[src/rtl/psf_params.svh]
// register offsets, field positions, reset values and timing figures
`ifndef PSF_PARAMS_SVH
`define PSF_PARAMS_SVH
`define PSF_CLK_KHZ 25000
`define PSF_ADDR_SOFT_RESET_REQUEST 8'h01
`define PSF_ADDR_SLEEP 8'h02
`define PSF_ADDR_SHDN 8'h05
`define PSF_ADDR_SERIAL 8'h07
`define PSF_RST_SLEEP 8'h00
`define PSF_RST_SHDN 8'h05
`define PSF_RST_SERIAL 8'h30
`define PSF_SLP_WMASK 8'hfd
`define PSF_SHDN_WMASK 8'h3f
`define PSF_SWRST_BIT 0
`define PSF_SLP_SUPPLY_BIT 7
`define PSF_SLP_VREF_LSB 3
`define PSF_SLP_BCAST_BIT 2
`define PSF_SLP_EXIT_BIT 0
`define PSF_SHDN_INCAP_LSB 4
`define PSF_SHDN_POLICY_LSB 2
`define PSF_SHDN_HOLD_LSB 0
`define PSF_SER_FMT_LSB 6
`define PSF_SER_WLEN_LSB 4
`define PSF_SER_FSP_BIT 3
`define PSF_SER_BCP_BIT 2
`define PSF_SER_EDGE_BIT 1
`define PSF_SER_FILL_BIT 0
`define PSF_BCAST_ADDR 7'h4c
`define PSF_VREF0_US 3500
`define PSF_VREF1_US 10000
`define PSF_VREF2_US 50000
`define PSF_VREF3_US 100000
`define PSF_INCAP0_US 2500
`define PSF_INCAP1_US 12500
`define PSF_INCAP2_US 25000
`define PSF_INCAP3_US 50000
`define PSF_HOLD0_US 30000
`define PSF_HOLD1_US 25000
`define PSF_HOLD2_US 10000
`define PSF_HOLD3_US 5000
`endif

[src/rtl/psf_pkg.sv]
// types shared by the power and serial format configuration block
package psf_pkg;
    typedef enum logic [1:0] {
        PSF_FMT_TDM = 2'h0,
        PSF_FMT_I2S = 2'h1,
        PSF_FMT_LJ = 2'h2,
        PSF_FMT_RSVD = 2'h3
    } psf_frame_fmt_t;

    typedef enum logic [1:0] {
        PSF_PD_IMMEDIATE = 2'h0,
        PSF_PD_TIMEOUT = 2'h1,
        PSF_PD_CLEAN = 2'h2,
        PSF_PD_RSVD = 2'h3
    } psf_pd_policy_t;

    typedef struct packed {
        psf_frame_fmt_t serialFrameFormat;
        logic [1:0] slotWordLength;
        logic frameSyncPolarity;
        logic bitClockPolarity;
        logic launchOnRising;
        logic idleFillHiZ;
    } psf_serial_cfg_t;

    typedef struct packed {
        logic analogSupplySourceSelect;
        logic [1:0] referencePrechargeTime;
        logic [1:0] inputCapPrechargeTime;
        logic sleepActive;
        logic [6:0] targetAddr;
    } psf_power_cfg_t;
endpackage

[src/rtl/psf_core_hold.sv]
// core regulator keep-alive sequencer after the power-down pin asserts
`timescale 1ns/1ps
`default_nettype none
`include "psf_params.svh"
module psf_core_hold
    import psf_pkg::*;
#(
    parameter int CNT_W = 22,
    parameter int HOLD_CYC0 = `PSF_HOLD0_US * (`PSF_CLK_KHZ / 1000),
    parameter int HOLD_CYC1 = `PSF_HOLD1_US * (`PSF_CLK_KHZ / 1000),
    parameter int HOLD_CYC2 = `PSF_HOLD2_US * (`PSF_CLK_KHZ / 1000),
    parameter int HOLD_CYC3 = `PSF_HOLD3_US * (`PSF_CLK_KHZ / 1000)
) (
    input wire logic sys_clk,
    input wire logic rst_n,
    input wire logic power_down_pin_n,
    input wire logic cleanShutdownDone,
    input wire psf_pd_policy_t power_down_policy,
    input wire logic [1:0] core_supply_hold_time,
    output logic coreRegulatorOn
);
    typedef enum logic [2:0] {
        PSF_CH_RUN = 3'b001,
        PSF_CH_HOLD = 3'b010,
        PSF_CH_OFF = 3'b100
    } psf_ch_state_t;

    psf_ch_state_t state_reg;
    psf_ch_state_t state_next;
    logic [CNT_W-1:0] count_reg;
    logic timed_reg;

    function automatic logic [CNT_W-1:0] holdCycles(input logic [1:0] code);
        case (code)
            2'h0: holdCycles = CNT_W'(HOLD_CYC0);
            2'h1: holdCycles = CNT_W'(HOLD_CYC1);
            2'h2: holdCycles = CNT_W'(HOLD_CYC2);
            default: holdCycles = CNT_W'(HOLD_CYC3);
        endcase
    endfunction

    always_comb begin
        state_next = state_reg;
        case (state_reg)
            PSF_CH_RUN: begin
                if (!power_down_pin_n) begin
                    // reserved policy treated as immediate, the safe choice
                    if (power_down_policy == PSF_PD_TIMEOUT
                            || power_down_policy == PSF_PD_CLEAN) begin
                        state_next = PSF_CH_HOLD;
                    end else begin
                        state_next = PSF_CH_OFF;
                    end
                end
            end
            PSF_CH_HOLD: begin
                if (power_down_pin_n) begin
                    state_next = PSF_CH_RUN;
                end else if (cleanShutdownDone) begin
                    state_next = PSF_CH_OFF;
                end else if (timed_reg && count_reg == '0) begin
                    state_next = PSF_CH_OFF;
                end
            end
            PSF_CH_OFF: begin
                if (power_down_pin_n) begin
                    state_next = PSF_CH_RUN;
                end
            end
            default: state_next = PSF_CH_OFF;
        endcase
    end

    always_ff @(posedge sys_clk) begin
        if (!rst_n) begin
            state_reg <= PSF_CH_RUN;
        end else begin
            state_reg <= state_next;
        end
    end

    // policy and hold time latched at the pin edge, later writes do not stretch it
    always_ff @(posedge sys_clk) begin
        if (!rst_n) begin
            count_reg <= '0;
            timed_reg <= 1'b0;
        end else if (state_reg == PSF_CH_RUN && state_next == PSF_CH_HOLD) begin
            count_reg <= holdCycles(core_supply_hold_time) - CNT_W'(1);
            timed_reg <= (power_down_policy == PSF_PD_TIMEOUT);
        end else if (state_reg == PSF_CH_HOLD && count_reg != '0) begin
            count_reg <= count_reg - CNT_W'(1);
        end
    end

    assign coreRegulatorOn = (state_reg != PSF_CH_OFF);
endmodule
`default_nettype wire

[src/rtl/psf_config_regs.sv]
// power, precharge, addressing and serial format configuration registers
// Overview of operation
// - sleep register bit 7: 0 external analog supply, 1 on-chip regulator.
// - sleep bits 4-3 pick reference precharge 3.5, 10, 50 or 100 ms.
// - broadcast bit 2 set: fixed target address 1001100, else fixed base with the two low bits from address pins.
// - sleep bit 0: 0 holds sleep, 1 exits; resets to 0.
// - shutdown bits 5-4 pick input capacitor precharge 2.5, 12.5, 25 or 50 ms.
// - shutdown bits 3-2: off at once, hold until timeout, until clean, reserved.
// - shutdown bits 1-0 pick core hold 30, 25, 10 or 5 ms.
// - shutdown register resets to 0x05; bits 7-6 read as zero.
// - serial bits 7-6 pick frame: TDM, I2S, left-justified, reserved.
// - serial bits 5-4 pick 16, 20, 24 or 32 bit slots; resets to 32.
// - bits 3 and 2 invert frame sync and bit clock; far end matches.
// - bit 1 moves data launch to the opposite bit clock edge.
// - bit 0: unused cycles drive zero, or high impedance when set.
// - soft reset write restores all registers to defaults, then self clears.
`timescale 1ns/1ps
`default_nettype none
`include "psf_params.svh"
module psf_config_regs
    import psf_pkg::*;
#(
    parameter int CNT_W = 22,
    parameter int CYC_PER_MS = `PSF_CLK_KHZ,
    parameter int VREF_CYC0 = (`PSF_VREF0_US * (`PSF_CLK_KHZ / 1000)),
    parameter int VREF_CYC1 = (`PSF_VREF1_US * (`PSF_CLK_KHZ / 1000)),
    parameter int VREF_CYC2 = (`PSF_VREF2_US * (`PSF_CLK_KHZ / 1000)),
    parameter int VREF_CYC3 = (`PSF_VREF3_US * (`PSF_CLK_KHZ / 1000)),
    parameter int INCAP_CYC0 = (`PSF_INCAP0_US * (`PSF_CLK_KHZ / 1000)),
    parameter int INCAP_CYC1 = (`PSF_INCAP1_US * (`PSF_CLK_KHZ / 1000)),
    parameter int INCAP_CYC2 = (`PSF_INCAP2_US * (`PSF_CLK_KHZ / 1000)),
    parameter int INCAP_CYC3 = (`PSF_INCAP3_US * (`PSF_CLK_KHZ / 1000)),
    parameter int HOLD_CYC0 = `PSF_HOLD0_US * (`PSF_CLK_KHZ / 1000),
    parameter int HOLD_CYC1 = `PSF_HOLD1_US * (`PSF_CLK_KHZ / 1000),
    parameter int HOLD_CYC2 = `PSF_HOLD2_US * (`PSF_CLK_KHZ / 1000),
    parameter int HOLD_CYC3 = `PSF_HOLD3_US * (`PSF_CLK_KHZ / 1000),
    parameter logic [4:0] PIN_ADDR_BASE = 5'h12
) (
    input wire logic sys_clk,
    input wire logic rst_n,
    input wire logic regWrEn,
    input wire logic regRdEn,
    input wire logic [7:0] regAddr,
    input wire logic [7:0] regWrData,
    output logic [7:0] regRdData,
    output logic regRdValid,
    input wire logic [1:0] addrSelectPins,
    input wire logic power_down_pin_n,
    input wire logic cleanShutdownDone,
    output psf_power_cfg_t powerCfg,
    output psf_serial_cfg_t serialCfg,
    output logic [CNT_W-1:0] referencePrechargeCycles,
    output logic [CNT_W-1:0] inputCapPrechargeCycles,
    output logic coreRegulatorOn
);
    logic [7:0] sleep_reg;
    logic [7:0] shdn_reg;
    logic [7:0] serial_reg;
    logic softReset_reg;
    logic [7:0] rdData_reg;
    logic rdValid_reg;
    logic [7:0] rdData_next;
    logic regsInit;

    function automatic logic [CNT_W-1:0] pickCycles(input logic [1:0] code,
            input int c0, input int c1, input int c2, input int c3);
        case (code)
            2'h0: pickCycles = CNT_W'(c0);
            2'h1: pickCycles = CNT_W'(c1);
            2'h2: pickCycles = CNT_W'(c2);
            default: pickCycles = CNT_W'(c3);
        endcase
    endfunction

    function automatic logic hits(input logic [7:0] a, input logic [7:0] target);
        hits = (a == target);
    endfunction

    // soft reset acts one edge after the write so the write itself completes
    assign regsInit = !rst_n || softReset_reg;

    always_ff @(posedge sys_clk) begin
        if (!rst_n) begin
            softReset_reg <= 1'b0;
        end else begin
            softReset_reg <= regWrEn && hits(regAddr, `PSF_ADDR_SOFT_RESET_REQUEST)
                && regWrData[`PSF_SWRST_BIT] && !softReset_reg;
        end
    end

    always_ff @(posedge sys_clk) begin
        if (regsInit) begin
            sleep_reg <= `PSF_RST_SLEEP;
        end else if (regWrEn && hits(regAddr, `PSF_ADDR_SLEEP)) begin
            sleep_reg <= regWrData & `PSF_SLP_WMASK;
        end
    end

    always_ff @(posedge sys_clk) begin
        if (regsInit) begin
            shdn_reg <= `PSF_RST_SHDN;
        end else if (regWrEn && hits(regAddr, `PSF_ADDR_SHDN)) begin
            shdn_reg <= regWrData & `PSF_SHDN_WMASK;
        end
    end

    always_ff @(posedge sys_clk) begin
        if (regsInit) begin
            serial_reg <= `PSF_RST_SERIAL;
        end else if (regWrEn && hits(regAddr, `PSF_ADDR_SERIAL)) begin
            serial_reg <= regWrData;
        end
    end

    // unmapped offsets and the self clearing reset bit read as zero
    always_comb begin
        rdData_next = 8'h00;
        case (regAddr)
            `PSF_ADDR_SLEEP: rdData_next = sleep_reg;
            `PSF_ADDR_SHDN: rdData_next = shdn_reg;
            `PSF_ADDR_SERIAL: rdData_next = serial_reg;
            default: rdData_next = 8'h00;
        endcase
    end

    always_ff @(posedge sys_clk) begin
        if (!rst_n) begin
            rdData_reg <= 8'h00;
            rdValid_reg <= 1'b0;
        end else begin
            rdValid_reg <= regRdEn;
            if (regRdEn) begin
                rdData_reg <= rdData_next;
            end
        end
    end

    assign regRdData = rdData_reg;
    assign regRdValid = rdValid_reg;

    always_comb begin
        powerCfg.analogSupplySourceSelect = sleep_reg[`PSF_SLP_SUPPLY_BIT];
        powerCfg.referencePrechargeTime = sleep_reg[`PSF_SLP_VREF_LSB +: 2];
        powerCfg.inputCapPrechargeTime = shdn_reg[`PSF_SHDN_INCAP_LSB +: 2];
        powerCfg.sleepActive = !sleep_reg[`PSF_SLP_EXIT_BIT];
        if (sleep_reg[`PSF_SLP_BCAST_BIT]) begin
            powerCfg.targetAddr = `PSF_BCAST_ADDR;
        end else begin
            powerCfg.targetAddr = {PIN_ADDR_BASE, addrSelectPins};
        end
    end

    always_comb begin
        serialCfg.serialFrameFormat = psf_frame_fmt_t'(serial_reg[`PSF_SER_FMT_LSB +: 2]);
        serialCfg.slotWordLength = serial_reg[`PSF_SER_WLEN_LSB +: 2];
        serialCfg.frameSyncPolarity = serial_reg[`PSF_SER_FSP_BIT];
        serialCfg.bitClockPolarity = serial_reg[`PSF_SER_BCP_BIT];
        // standard launch is the falling edge; the bit clock inversion and the edge bit each flip it
        serialCfg.launchOnRising = serial_reg[`PSF_SER_BCP_BIT]
            ^ serial_reg[`PSF_SER_EDGE_BIT];
        serialCfg.idleFillHiZ = serial_reg[`PSF_SER_FILL_BIT];
    end

    assign referencePrechargeCycles = pickCycles(powerCfg.referencePrechargeTime,
        VREF_CYC0, VREF_CYC1, VREF_CYC2, VREF_CYC3);
    assign inputCapPrechargeCycles = pickCycles(powerCfg.inputCapPrechargeTime,
        INCAP_CYC0, INCAP_CYC1, INCAP_CYC2, INCAP_CYC3);

    psf_core_hold #(
        .CNT_W(CNT_W),
        .HOLD_CYC0(HOLD_CYC0),
        .HOLD_CYC1(HOLD_CYC1),
        .HOLD_CYC2(HOLD_CYC2),
        .HOLD_CYC3(HOLD_CYC3)
    ) u_core_hold (
        .sys_clk(sys_clk),
        .rst_n(rst_n),
        .power_down_pin_n(power_down_pin_n),
        .cleanShutdownDone(cleanShutdownDone),
        .power_down_policy(psf_pd_policy_t'(shdn_reg[`PSF_SHDN_POLICY_LSB +: 2])),
        .core_supply_hold_time(shdn_reg[`PSF_SHDN_HOLD_LSB +: 2]),
        .coreRegulatorOn(coreRegulatorOn)
    );
endmodule
`default_nettype wire

[config.mk]
export PLATFORM = sky130hd
export DESIGN_NAME = psf_config_regs
export DESIGN_NICKNAME = d
export VERILOG_FILES = /design/src/rtl/psf_pkg.sv /design/src/rtl/psf_core_hold.sv /design/src/rtl/psf_config_regs.sv
export VERILOG_INCLUDE_DIRS = /design/src /design/src/rtl
export SDC_FILE = /design/constraint.sdc
export NUM_CORES = 1
export LEC_CHECK = 0
export BUFFER_PORTS_ARGS = -buffer_cell sky130_fd_sc_hd__buf_2
export CAP_MARGIN = 20
export CORE_ASPECT_RATIO = 1.4
export CORE_UTILIZATION = 35
export CTS_BUF_LIST = sky130_fd_sc_hd__clkbuf_8
export CTS_CLUSTER_SIZE = 20
export DETAILED_ROUTE_END_ITERATION = 7
export HOLD_SLACK_MARGIN = 0.12
export PLACE_DENSITY = 0.55
export SLEW_MARGIN = 0
export SYNTH_ARGS = -nofsm -noshare
export SYNTH_HDL_FRONTEND = slang
export SYNTH_SLANG_ARGS = --single-unit
[constraint.sdc]
create_clock -name sys_clk -period 6.56 [get_ports sys_clk]
set_input_delay 0.328 -clock sys_clk [delete_from_list [all_inputs] [get_ports sys_clk]]
set_output_delay 0.328 -clock sys_clk [all_outputs]
set_load 0.05 [all_outputs]
==> out/qor.txt <==
Core ar. - 9617 sq um
Avg Cell Area, Syn - 7.930 sq um
Vias per inst - 5.235
Die ar. - 10,470 sq um
Clk slew on worst S/H paths - 80 ps
P_leak - 1.654 nW
Hold Startpoint - regWrData[7]
Synth Flop Type - dfxtp_1
Initial antenna violation count - 0
Reg2reg start - shdn_reg[3]$_SDFFE_PP0P_
CP required - 6830 ps
NumNets Final - 535
Mux share of post-synthesis cell area - 0.008884
Tightest Pin Transition - 835.0 ps
Final Hold Viols - 0
CTS root buffer - clkbuf_8
Die height - 120.7 um
Largest net degree at the start of global routing - 33
Remaining global-route overflow - 0
Setup TNS - 0 ps
Via count - 3,298
Fraction of layout instances using a drive strength above 1 - 0.2430
Pre-antenna DRT Iters - 5
Gate Count Post-Synth - 444
Complex-gate fraction of the synthesized area - 0.1727
Effective utilization at floorplan - 0.3661
Crit-path cells - inv_1 > ha_1 > nor4b_1 > nand2_1 > buf_4 > nand2_1 > ha_1 > nand2_1 > nor4bb_1 > nand4b_1 > o211ai_1
Slowest CP cell - nor4b_1
CP Capture Type - flip-flop
Max IR drop VDD - 114.2 uV
Final Cycle Share - 0.4517
DRC - 0
CP max stage delay - 500 ps
Largest family of logic cells by synthesized area - simple AND/OR/NAND/NOR gates
CP Launch Type - flip-flop
Critical path's most frequent cell - nand2_1
Crit Path Max Fanout - 29
Post-DP HPWL - 6595 um
Final total power - 928.3 uW
Layout area overhead - 14.21%
CP Launch Point - shdn_reg[3]$_SDFFE_PP0P_
Pwr/cell area - 230.8 nW/um^2
Hold Crit Class - input port to flip-flop
Cts hold-fix bufs - 0
Max cap viols - 0
RSZ-0062 raised after global routing - no
TritonCTS Buffers - 9
Simple-Gate Fraction of Synth Area - 0.2619
Longest Clk Path Bufs - 2
H-tree Lvls - 3
N_diodes - 0
Placed Area - 3796 sq um
Area occupied by multi-input gates - 1954 sq um
Crit path kind - flip-flop to flip-flop
Max reg flops - 22
Synth async-reset ratio - 0
Clk_skew - 13.66 ps
CP bufs+invs - 2
Post-CTS Setup Inserts - 0
CTS tree - yes
Gp weighted congestion - 0.8307
Yosys top cell area share - 0.3241
Distinct cells, synth - 64
FMAX - 337.5 MHz
Top cell type by total area after synthesis - dfxtp_1
Crit path max-delay family - simple AND/OR/NAND/NOR gates
Outcome - completed
DR iter-0 viols - 183
Boundary pin count - 99
First-pass GRT wire length - 15,150 um
Fin cells - 630
Final Critical Period - 2963 ps
#FFs+latches synth - 57
Gr usage total - 0.1837
Post-synth EDFFs - 0
DR WL/cell - 14.79 um
Top cells by area, synth - dfxtp_1 32%, buf_4 9.0%, ha_1 6.4%
R2R setup slack - 3600 ps
Synth warn - 0
Post-CTS Resized - 0
Die width - 86.77 um
Post-Synth XOR/XNOR Area - 0.03483
# clock sinks - 57
Worst relative slew slack - 0.4430
Vias in the first global route - 2,981
Post-synthesis adder-cell area fraction - 0.06397
Final ANT Viol Nets - 0
FP Rows - 42
Slew Limit Fails - 0
Fin area - 4021 sq um
Drt total wl - 9315 um
CP arrival - 3230 ps
PortBufs - 86
Sequential element share of the synthesized area - 0.3241
Fillers - 1,042
Cells after DPL - 614
Skew-Pair Late Insertion Delay - 350 ps
Final setup fails - 0
Storage cell area - 1141 sq um
Post-synthesis instance area - 3521 sq um
[cells in the final DEF, fill, tap and decap left out, drive strengths merged, types with 9 or more instances in the layout]
| cell | Yosys | final |
|---|---|---|
| dfxtp | 57 | 57 |
| conb | 2 | 12 |
| inv | 18 | 20 |
| buf | 45 | 91 |
| ha | 18 | 18 |
| nand2 | 52 | 52 |
| nor3 | 11 | 11 |
| nand3 | 38 | 38 |
| o21ai | 18 | 18 |
| a21oi | 30 | 30 |
| clkbuf | 18 | 9 |
| nor2 | 21 | 21 |
[cell usage after synthesis (5+ instances only)]
cell,number
a21oi_1,30
a222oi_1,5
buf_4,42
clkbuf_1,18
dfxtp_1,57
ha_1,18
inv_1,18
nand2_1,52
nand3_1,38
nand3b_1,6
nor2_1,21
nor3_1,10
o21ai_0,16
or2_2,6
or3_1,6
xnor2_1,7
xor2_1,7
[layer usage]
metal  global-route usage  vias to the layer above  share of wire
met2               0.3090                      127           0.50
met1               0.2301                     1548           0.42
li1                     -                     1608              -
met4              0.07188                        0          0.022
met5                    0                        -              0
met3              0.03276                       15          0.057
[tightest hold or removal path, stage by stage]
cell and delay (ps):
buf_2 110, nand3_1 60, a21oi_1 50
[logic make-up (layout without fill, tap and decap cells)]
family	after synthesis	count (layout)
fa+ha+maj	18	18
flops	57	57
simple gates	176	176
xor+xnor	14	14
compound gates	93	93
other cells	2	12
mux	3	3
buf+inv	81	125
[report_power, final]
| part | leakage, nW | internal, mW | switching (mW) |
|---|---|---|---|
| Sequential | 0.463 | 0.361 | 0.0168 |
| Combinational | 1.08 | 0.0592 | 0.113 |
| Clock | 0.106 | 0.217 | 0.161 |
[metrics by stage]
stage	setup slack (ps)	utilization	hold slack [ps]
3_5_place_dp	3692	0.3947	442.3
3_3_place_gp	3809	0.3947	435.0
2_1_floorplan	3888	-	427.8
4_1_cts	3648	0.4182	229.8
5_1_grt	3197	0.4182	243.0
6_report	3597	0.4182	236.9
[layout make-up]
cell class	count	area share
Multi-Input combinational cell	316	0.4860
Clock buffer	9	0.03080
Clock inverter	7	0.02520
Sequential cell	57	0.2838
Inverter	18	0.01680
Tap cell	132	0.04107
Timing Repair Buffer	91	0.1164
[path summary, 6_finish.rpt]
kind                                             to  cells after the start
max          u_core_hold.count_reg[14]$_SDFFE_PN0P_                     11
min                       sleep_reg[7]$_SDFFE_PP0P_                      3
max reg2reg  u_core_hold.count_reg[14]$_SDFFE_PN0P_                     11
min reg2reg  u_core_hold.count_reg[21]$_SDFFE_PN0P_                      1
(Power assumes the default switching activity.)
